`src/sdcio_pkg.sv`:
```
package sdcio_pkg;

    // ****************************************************************
    // Timing
    // ****************************************************************
    localparam int unsigned CLK_HZ        = 10_000_000;
    localparam int unsigned CLR_HOLD_MS   = 50;
    localparam int unsigned PWRUP_MAX_MS  = 1500;
    localparam int unsigned CYC_PER_MS    = CLK_HZ / 1000;
    // Least time: one cycle beyond the hold so that "longer than" is met.
    localparam int unsigned CLR_HOLD_CYC  = CLR_HOLD_MS * CYC_PER_MS + 1;
    // Longest time: rounded down, taken a little early to stay inside the bound.
    localparam int unsigned PWRUP_CYC     = PWRUP_MAX_MS * CYC_PER_MS - 1;
    localparam int unsigned CNT_W         = 24;

    // ****************************************************************
    // Control modes
    // ****************************************************************
    typedef enum logic [2:0] {
        SDCIO_MODE_POS    = 3'h0,
        SDCIO_MODE_SPD    = 3'h1,
        SDCIO_MODE_TRQ    = 3'h2,
        SDCIO_MODE_POSSPD = 3'h3,
        SDCIO_MODE_SPDTRQ = 3'h4,
        SDCIO_MODE_TRQPOS = 3'h5
    } sdcio_mode_t;

    // ****************************************************************
    // Drive states
    // ****************************************************************
    typedef enum logic [2:0] {
        SDCIO_ST_BOOT  = 3'h0,
        SDCIO_ST_IDLE  = 3'h1,
        SDCIO_ST_ON    = 3'h2,
        SDCIO_ST_FAULT = 3'h3,
        SDCIO_ST_ESTOP = 3'h4
    } sdcio_state_t;

    // Motion command encoding.
    localparam logic [1:0] MOVE_STOP = 2'h0;
    localparam logic [1:0] MOVE_CW   = 2'h1;
    localparam logic [1:0] MOVE_CCW  = 2'h2;

endpackage

```
`src/sdcio_sync.sv`:
```
`timescale 1ns/1ps
// Two-stage synchroniser for a bus of pin inputs.
module sdcio_sync #(
    parameter int unsigned W = 1
) (
    input  wire logic         i_sys_clk,
    input  wire logic         i_rst,
    input  wire logic [W-1:0] i_async,
    output logic      [W-1:0] o_sync
);

    logic [W-1:0] meta_q;
    logic [W-1:0] sync_q;

    always_ff @(posedge i_sys_clk) begin
        if (i_rst) begin
            meta_q <= '0;
            sync_q <= '0;
        end else begin
            meta_q <= i_async;
            sync_q <= meta_q;
        end
    end

    assign o_sync = sync_q;

endmodule

```
`src/sdcio_top.sv`:
```
`timescale 1ns/1ps
module sdcio_top #(
    parameter int unsigned DROOP_W   = 16,
    parameter int unsigned HOLD_CYC  = sdcio_pkg::CLR_HOLD_CYC,
    parameter int unsigned PWRUP_CYC = sdcio_pkg::PWRUP_CYC
) (
    // Clock and reset
    input  wire logic               i_sys_clk,
    input  wire logic               i_rst,
    // Connector inputs, asynchronous
    input  wire logic               i_servo_enable_input,
    input  wire logic               i_alarm_clear_input,
    input  wire logic               i_fwd_start_input,
    input  wire logic               i_rev_start_input,
    input  wire logic               i_fwd_limit_input,
    input  wire logic               i_rev_limit_input,
    input  wire logic               i_forced_stop_input,
    // Internal amplifier status, same clock
    input  wire logic               i_power_good,
    input  wire logic               i_protect_trip,
    input  wire logic [2:0]         i_ctrl_mode,
    input  wire logic               i_mode_select,
    input  wire logic [DROOP_W-1:0] i_droop_count,
    input  wire logic [DROOP_W-1:0] i_inpos_range,
    // Drive outputs
    output logic                    o_main_power_on,
    output logic                    o_dyn_brake,
    output logic [1:0]              o_move_cmd,
    output logic                    o_decel_stop,
    output logic [2:0]              o_active_mode,
    // Connector outputs
    output logic                    o_fault_free_output,
    output logic                    o_ready_output,
    output logic                    o_in_position_output
);

    // ****************************************************************
    // Input synchronisation
    // ****************************************************************
    logic [6:0] pin_s;
    logic       srv_s, clr_s, fst_s, rst_s, lfw_s, lrv_s, fstop_s;

    sdcio_sync #(.W(7)) sdcio_sync_inst (
        .i_sys_clk (i_sys_clk),
        .i_rst     (i_rst),
        .i_async   ({i_servo_enable_input, i_alarm_clear_input, i_fwd_start_input,
                     i_rev_start_input, i_fwd_limit_input, i_rev_limit_input,
                     i_forced_stop_input}),
        .o_sync    (pin_s)
    );

    assign {srv_s, clr_s, fst_s, rst_s, lfw_s, lrv_s, fstop_s} = pin_s;

    // ****************************************************************
    // Alarm clear hold timer and power-up timer
    // ****************************************************************
    logic [sdcio_pkg::CNT_W-1:0] hold_q, hold_d;
    logic [sdcio_pkg::CNT_W-1:0] pwr_q, pwr_d;
    logic                        clr_ok;
    logic                        boot_done;

    localparam int unsigned          CW       = sdcio_pkg::CNT_W;
    localparam logic [CW-1:0]        HOLD_LIM = CW'(HOLD_CYC);
    localparam logic [CW-1:0]        PWR_LIM  = CW'(PWRUP_CYC);

    always_comb begin
        hold_d = '0;
        if (clr_s) begin
            // Saturate so a very long press still reads as one clear.
            hold_d = (hold_q == HOLD_LIM) ? hold_q : hold_q + 1'b1;
        end
        pwr_d = pwr_q;
        if (!i_power_good) begin
            pwr_d = '0;
        end else if (pwr_q != PWR_LIM) begin
            pwr_d = pwr_q + 1'b1;
        end
    end

    assign clr_ok    = (hold_q == HOLD_LIM);
    assign boot_done = (pwr_q == PWR_LIM);

    always_ff @(posedge i_sys_clk) begin
        if (i_rst) begin
            hold_q <= '0;
            pwr_q  <= '0;
        end else begin
            hold_q <= hold_d;
            pwr_q  <= pwr_d;
        end
    end

    // ****************************************************************
    // Drive state machine
    // ****************************************************************
    sdcio_pkg::sdcio_state_t st_q, st_d;

    always_comb begin
        st_d = st_q;
        if (!i_power_good) begin
            st_d = sdcio_pkg::SDCIO_ST_BOOT;
        end else begin
            unique case (st_q)
                sdcio_pkg::SDCIO_ST_BOOT: begin
                    // A trip at the end of power-up must not flash the fault-free output.
                    if (boot_done && !i_protect_trip) begin
                        st_d = sdcio_pkg::SDCIO_ST_IDLE;
                    end else if (boot_done) begin
                        st_d = sdcio_pkg::SDCIO_ST_FAULT;
                    end
                end
                sdcio_pkg::SDCIO_ST_IDLE,
                sdcio_pkg::SDCIO_ST_ON: begin
                    if (i_protect_trip) begin
                        st_d = sdcio_pkg::SDCIO_ST_FAULT;
                    end else if (!fstop_s) begin
                        st_d = sdcio_pkg::SDCIO_ST_ESTOP;
                    end else if (srv_s) begin
                        st_d = sdcio_pkg::SDCIO_ST_ON;
                    end else begin
                        st_d = sdcio_pkg::SDCIO_ST_IDLE;
                    end
                end
                sdcio_pkg::SDCIO_ST_FAULT: begin
                    if (clr_ok && !i_protect_trip) begin
                        st_d = sdcio_pkg::SDCIO_ST_IDLE;
                    end
                end
                sdcio_pkg::SDCIO_ST_ESTOP: begin
                    if (i_protect_trip) begin
                        st_d = sdcio_pkg::SDCIO_ST_FAULT;
                    end else if (fstop_s) begin
                        st_d = sdcio_pkg::SDCIO_ST_IDLE;
                    end
                end
                default: begin
                    st_d = sdcio_pkg::SDCIO_ST_BOOT;
                end
            endcase
        end
    end

    always_ff @(posedge i_sys_clk) begin
        if (i_rst) begin
            st_q <= sdcio_pkg::SDCIO_ST_BOOT;
        end else begin
            st_q <= st_d;
        end
    end

    // ****************************************************************
    // Motion command and outputs
    // ****************************************************************
    logic [1:0] move_q, move_d;
    logic       decel_q, decel_d;
    logic       main_q, main_d;
    logic       brake_q, brake_d;
    logic       ffree_q, ffree_d;
    logic       rdy_q, rdy_d;
    logic       inpos_q, inpos_d;
    logic [2:0] mode_q, mode_d;

    always_comb begin
        move_d  = sdcio_pkg::MOVE_STOP;
        decel_d = 1'b0;
        if (st_d == sdcio_pkg::SDCIO_ST_ON && fstop_s) begin
            if (fst_s && !rst_s && lfw_s) begin
                move_d = sdcio_pkg::MOVE_CW;
            end else if (rst_s && !fst_s && lrv_s) begin
                move_d = sdcio_pkg::MOVE_CCW;
            end else if (fst_s == rst_s) begin
                decel_d = 1'b1;
            end else begin
                // Start toward a tripped limit is refused with a stop.
                decel_d = 1'b1;
            end
        end
        main_d  = (st_d == sdcio_pkg::SDCIO_ST_ON);
        brake_d = (st_d == sdcio_pkg::SDCIO_ST_ESTOP);
        ffree_d = (st_d != sdcio_pkg::SDCIO_ST_BOOT) &&
                  (st_d != sdcio_pkg::SDCIO_ST_FAULT);
        rdy_d   = main_d;
        inpos_d = main_d && (i_droop_count <= i_inpos_range);
        // Changeover modes pick one of the pair by the select input.
        unique case (i_ctrl_mode)
            sdcio_pkg::SDCIO_MODE_POSSPD: mode_d = i_mode_select ? sdcio_pkg::SDCIO_MODE_SPD
                                                                 : sdcio_pkg::SDCIO_MODE_POS;
            sdcio_pkg::SDCIO_MODE_SPDTRQ: mode_d = i_mode_select ? sdcio_pkg::SDCIO_MODE_TRQ
                                                                 : sdcio_pkg::SDCIO_MODE_SPD;
            sdcio_pkg::SDCIO_MODE_TRQPOS: mode_d = i_mode_select ? sdcio_pkg::SDCIO_MODE_POS
                                                                 : sdcio_pkg::SDCIO_MODE_TRQ;
            sdcio_pkg::SDCIO_MODE_POS,
            sdcio_pkg::SDCIO_MODE_SPD,
            sdcio_pkg::SDCIO_MODE_TRQ:    mode_d = i_ctrl_mode;
            default:                      mode_d = mode_q;
        endcase
    end

    always_ff @(posedge i_sys_clk) begin
        if (i_rst) begin
            move_q  <= sdcio_pkg::MOVE_STOP;
            decel_q <= 1'b0;
            main_q  <= 1'b0;
            brake_q <= 1'b0;
            ffree_q <= 1'b0;
            rdy_q   <= 1'b0;
            inpos_q <= 1'b0;
            mode_q  <= sdcio_pkg::SDCIO_MODE_POS;
        end else begin
            move_q  <= move_d;
            decel_q <= decel_d;
            main_q  <= main_d;
            brake_q <= brake_d;
            ffree_q <= ffree_d;
            rdy_q   <= rdy_d;
            inpos_q <= inpos_d;
            mode_q  <= mode_d;
        end
    end

    assign o_move_cmd           = move_q;
    assign o_decel_stop         = decel_q;
    assign o_main_power_on      = main_q;
    assign o_dyn_brake          = brake_q;
    assign o_fault_free_output  = ffree_q;
    assign o_ready_output       = rdy_q;
    assign o_in_position_output = inpos_q;
    assign o_active_mode        = mode_q;
endmodule

```
`config.mk`:
```
export PLATFORM = sky130hd
export DESIGN_NAME = sdcio_top
export DESIGN_NICKNAME = d
export VERILOG_FILES = /design/src/sdcio_pkg.sv /design/src/sdcio_sync.sv /design/src/sdcio_top.sv
export SDC_FILE = /design/constraint.sdc
export NUM_CORES = 1
export LEC_CHECK = 0
export BUFFER_PORTS_ARGS = -buffer_cell sky130_fd_sc_hd__buf_2
export CAP_MARGIN = 20
export CORE_MARGIN = 2
export CORE_UTILIZATION = 50
export CTS_CLUSTER_SIZE = 16
export DETAILED_ROUTE_END_ITERATION = 7
export GPL_ROUTABILITY_DRIVEN = 0
export PLACE_DENSITY = 0.83
export SYNTH_ARGS = -nofsm -noshare
export SYNTH_HDL_FRONTEND = slang
export SYNTH_SLANG_ARGS = --single-unit
```
`constraint.sdc`:
```
create_clock -name i_sys_clk -period 6 [get_ports i_sys_clk]
set_clock_uncertainty 0.1 [all_clocks]
set_input_delay 1.2 -clock i_sys_clk [delete_from_list [all_inputs] [get_ports i_sys_clk]]
set_output_delay 1.2 -clock i_sys_clk [all_outputs]
set_load 0.005 [all_outputs]
```
# [After elaboration in Yosys (flattened, before gate mapping)]
# Cells that the tools add are included.
[totals] reg_bits=75 word_cells=73
[classes] add_sub_neg=2 n_reduce_logical=22 mux=17 magnitude_cmp=1 eq_ne=15 n_bitwise=3
[ops] cell="$add A24 B1 Y24 const B" count=2
[ops] cell="$eq A24 B19 Y1 const B" count=1
[ops] cell="$eq A24 B24 Y1 const B" count=1
[ops] cell="$mux W3" count=8
[ops] cell="$ne A24 B24 Y1 const B" count=1
[ops] cell="$pmux W3 S4" count=2
[ops] cell="$le A16 B16 Y1" count=1
[ops] cell="$eq A3 B2 Y1 const B" count=5
[ops] cell="$eq A3 B3 Y1 const B" count=4
[ops] cell="$logic_and A1 B1 Y1" count=9
[ops] cell="$mux W2" count=4
[ops] cell="$reduce_or A2 Y1" count=4
[ops] cell="$eq A3 B1 Y1 const B" count=2
[ops] cell="$logic_not A3 Y1" count=2
[ops] cell="$reduce_or A3 Y1" count=2
[ops] cell="$reduce_bool A4 Y1" count=1
[ops] cell="$logic_not A1 Y1" count=3
[ops] cell="$mux W1" count=3
[ops] cell="$ne A3 B2 Y1 const B" count=1
[ops] cell="$not A1 Y1" count=3
[ops] cell="$reduce_bool A3 Y1" count=1

# [Depth between registers and ports, before layout]
[logic_depth] ltp_word=9 mapped_depth=8

# [Hierarchy]
# A second synthesis with hierarchy kept.
[hier_totals] cells_unflattened=404 area_unflattened_um2=3584.7
[by_module_without_submodules] module="sdcio_top" area_per_inst_um2=3176.8 n_inst=1 seq_area_each_um2=1221.2 cells_each=375
[by_module_without_submodules] module="sdcio_sync" area_per_inst_um2=407.9 n_inst=1 seq_area_each_um2=280.3 cells_each=29

# [Least setup slack after synthesis]
# Ideal clock, no wire load.
[synth_timing] path_kind="input to register" startpoint="input port i_inpos_range[5]" endpoint="register inpos_q, in the netlist o_in_position_output" slack_ns=3.584 path_stages=7 n_path_buf=0 arrival_ns=2.246 path_cell_list="inv_1 ha_1 a21o_1 a21o_1 a211oi_1 o31ai_1 a21oi_1"
[synth_via] elab_chain_len=2
[synth_lines] item="start: declaration" line_no="sdcio_top.sv:24" source="input wire logic [DROOP_W-1:0] i_inpos_range,"
[synth_lines] item="$le A16 B16 Y1" line_no="sdcio_top.sv:183" source="inpos_d = main_d && (i_droop_count <= i_inpos_range);"
[synth_lines] item="$logic_and A1 B1 Y1" line_no="sdcio_top.sv:183"
[synth_lines] item="end signal: assignment" line_no="sdcio_top.sv:216" source="inpos_q <= inpos_d;"
[synth_lines] item="end: declaration" line_no="sdcio_top.sv:160" source="logic inpos_q, inpos_d;"
# Every way passes these cells.
# A chain may end at the register's enable or synchronous reset.

# [Worst setup path after layout]
[layout_timing] startpoint="input port i_rst" endpoint="register move_q[1], in the netlist o_move_cmd[1]"
[layout_via] elab_chain_len=1
[layout_lines] item="start: declaration" line_no="sdcio_top.sv:9" source="input wire logic i_rst,"
[layout_lines] item="$reduce_or A3 Y1 (no source line)"
[layout_lines] item="end signal: assignment" line_no="sdcio_top.sv:201" source="move_q <= sdcio_pkg::MOVE_STOP;"
[layout_lines] item="end signal: assignment" line_no="sdcio_top.sv:210" source="move_q <= move_d;"
[layout_lines] item="end: declaration" line_no="sdcio_top.sv:154" source="logic [1:0] move_q, move_d;"
# Every way passes these cells.

==> run summary <==
=====================================================================================
Synthesized Nets                                                                  469
Total routing usage reported by global routing                                  19.5%
Worst-path fanout max                                                              27
Half-perimeter wire length after detailed placement                           5.09 mm
Maximum buffer depth of the clock tree                                              2
Fraction of layout cells with a size suffix above 1                             17.0%
Total wire length                                                             6.94 mm
Hold Fails Final Rpt                                                                0
Flops & latches, synth                                                             75
Number of placement rows                                                           30
Die ar.                                                                  0.00776 sq mm
Worst R2R Setup Slack                                                         3550 ps
Number of pins exceeding their max-slew limit in the final report                   0
Hold path startpoint                                                     sdcio_sync_inst.meta_q[0]
Syn avg cell area                                                          8.78 sq um
Rel. slew slack                                                                 32.9%
First drt pass iteration count                                                      4
Number of max-cap violations                                                        0
CP Data Required Time                                                         6140 ps
Final critical-path required period                                           2570 ps
Count of yosys warnings during synthesis                                            0
Worst ir drop on vdd                                                       0.000235 V
Number of top-level pins                                                           58
Area taken by multi-input logic gates                                    0.00189 sq mm
Reg-to-Reg Start                                                            pwr_q[15]
Worst R2R End                                                            o_move_cmd[0]
Crit path DAT                                                                 2710 ps
Pin count of the biggest net entering global routing                               28
Count of H-tree levels built during CTS                                             3
Number of cells traversed by the worst register-to-register path                    6
Number of flops mapped to enable cells by yosys                                     0
Clock latency at the later pin of the worst-skew pair                          350 ps
Buffer count from post-CTS setup fixing                                             0
Area inside the core boundary                                            0.00683 sq mm
Unrepaired setup endpoints after global routing                                    no
CP startpoint kind                                                          input pin
Antenna Diode Count                                                                 0
Upper clock frequency limit                                                 0.390 GHz
Port Buffer Count                                                                  57
Cell leakage power                                                            1.69 nW
Post-cts hold buffer count                                                          0
WL/cell                                                                       12.4 um
Starting Density                                                                51.8%
CTS tree                                                                        built
TNS Setup                                                                        0 ps
Post-cts sizing count                                                               0
Overall die width                                                             88.1 um
Setup violation total in the final timing report                                    0
Number of nets in the layout                                                      525
Sequential element share of the synthesized area                                42.4%
Critical path class                                                         in -> reg
Pin slew with the least headroom to its limit                                 1010 ps
Destination of the worst hold path                                       sdcio_sync_inst.o_sync[0]
Global-route congestion overflow total                                              0
Outcome                                                                  finished, final reports clean
Cell area after synthesis                                                0.00354 sq mm
Initial antenna violation count                                                     0
Post-Synthesis Cells                                                              403
Library cell used as clock root buffer                                       clkbuf_8
Worst hold path depth                                                               1
Fillers                                                                           585
Worst Hold Class                                                           reg -> reg
Relative area change from synthesis to final layout                             15.7%
Clock buffer count from CTS                                                         9
Via count                                                                       2,923
Residual DRC count                                                                  0
Global-route wire length before repair                                        11.9 mm
Clock sink count                                                                   75
Fraction of the cycle the final worst path needs                                42.8%
Via count of the first global-routing pass                                      2,892
Via density                                                                      5.22
Number of DRC markers after the initial detailed-route iteration                  133
Async S/R FF share, synth                                                          0%
Clock-pin slew of the registers on the worst-case setup and hold paths          80 ps
Hold WS                                                                        343 ps
Die span in y                                                                 88.1 um
FF+latch area                                                            0.00150 sq mm
Main synth FF type                                                            dfxtp_1
Detail Route Antenna Nets                                                           0
Critical Path Sink Type                                                     flip-flop
Number of unique standard cell types used by synthesis                             48
Total power density per cell area                                         233 mW/mm^2
=====================================================================================
final cells by class:
type	instances	share of cell area, %
inverter	24	2.20
timing repair buffer	57	6.97
sequential	75	36.7
tap	96	2.94
multi-input combinational	292	46.3
clock inverter	5	1.47
clock buffer	11	3.46
worst max-delay path: stages:
cell       delay (ps)
buf_2             290
nand2b_1          830
nand4bb_4         320
nor2_1             70
synthesized netlist by cell type (all sizes together), types with 9 or more instances:
library cell | instances | share of area [%]
a21oi | 16 | 2.3
and3 | 10 | 1.8
clkbuf | 9 | 0.96
dfxtp | 75 | 42
ha | 19 | 6.7
inv | 24 | 2.5
nand2 | 25 | 2.7
nand3 | 18 | 2.5
nand4 | 14 | 2.7
nor2 | 59 | 6.3
nor2b | 20 | 3.5
o21ai | 10 | 1.4
xnor2 | 10 | 2.5
xor2 | 31 | 7.7
sequential cells by signal (all words and copies together) (netlist names), 2 cells and up:
| name | flops |
|---|---|
| hold_q | 24 |
| pwr_q | 24 |
| sdcio_sync_inst.meta_q | 7 |
| sdcio_sync_inst.o_sync | 7 |
| o_active_mode | 3 |
| st_q | 3 |
| o_move_cmd | 2 |
metrics by stage:
step | utilization (%) | setup slack [ps] | instance area [sq um] | total power [mW] | std cells
after detailed placement | 56.9 | 3060 | 3890 | 0.576 | 544
after CTS | 59.9 | 3410 | 4090 | 0.961 | 560
after global routing | 59.9 | 3250 | 4090 | 0.992 | 560
after floorplan | - | 3580 | 3540 | 0.551 | 403
final | 59.9 | 3430 | 4090 | 0.954 | 560
after global placement | 56.9 | 3120 | 3890 | 0.572 | 544
cell usage in the layout (no fill, tap or decap), drive strengths merged, types with 7 or more instances in the layout:
master  instances
dfxtp          75
nor2           59
buf            57
xor2           31
nand2          25
inv            25
nor2b          20
ha             19
nand3          18
a21oi          16
nand4          14
clkbuf         11
and3           10
xnor2          10
o21ai          10
or3             7
nor3            7
power by group:
part,switching [mW],total (mW),internal [mW]
clock,0.185,0.390,0.205
sequential,0.00252,0.506,0.503
combinational,0.0295,0.0588,0.0293
logic make-up after synthesis:
| logic type | share of synthesized area [%] |
|---|---|
| flip-flops | 42.4 |
| XOR/XNOR | 10.2 |
| multiplexers | 0.601 |
| adder cells (fa/ha/maj) | 6.72 |
| AND/OR/NAND/NOR | 27.8 |
| buffers and inverters | 4.03 |
| AO/OA/AOI/OAI | 8.28 |
per-layer routing:
| metal | wire length, um | GRT usage, % | up-vias |
|---|---|---|---|
| li1 | - | - | 1488 |
| met5 | 0 | 0 | - |
| met3 | 232 | 4.52 | 16 |
| met2 | 3510 | 35.3 | 50 |
| met4 | 189 | 9.92 | 0 |
| met1 | 3010 | 21.3 | 1369 |
worst max-delay path by stage:
| stage | from | to | slack [ps] | depth (start not counted) |
|---|---|---|---|---|
| after floorplan | i_inpos_range[5] | o_in_position_output | 3580 | 7 |
| after global placement | i_rst | o_decel_stop | 3120 | 4 |
| after detailed placement | i_rst | o_move_cmd[1] | 3060 | 4 |
| after CTS | i_rst | o_move_cmd[1] | 3410 | 4 |
| after global routing | i_rst | o_move_cmd[1] | 3250 | 4 |
| final | i_rst | o_move_cmd[1] | 3430 | 4 |
Note: power is estimated with default switching activity, not from simulation.
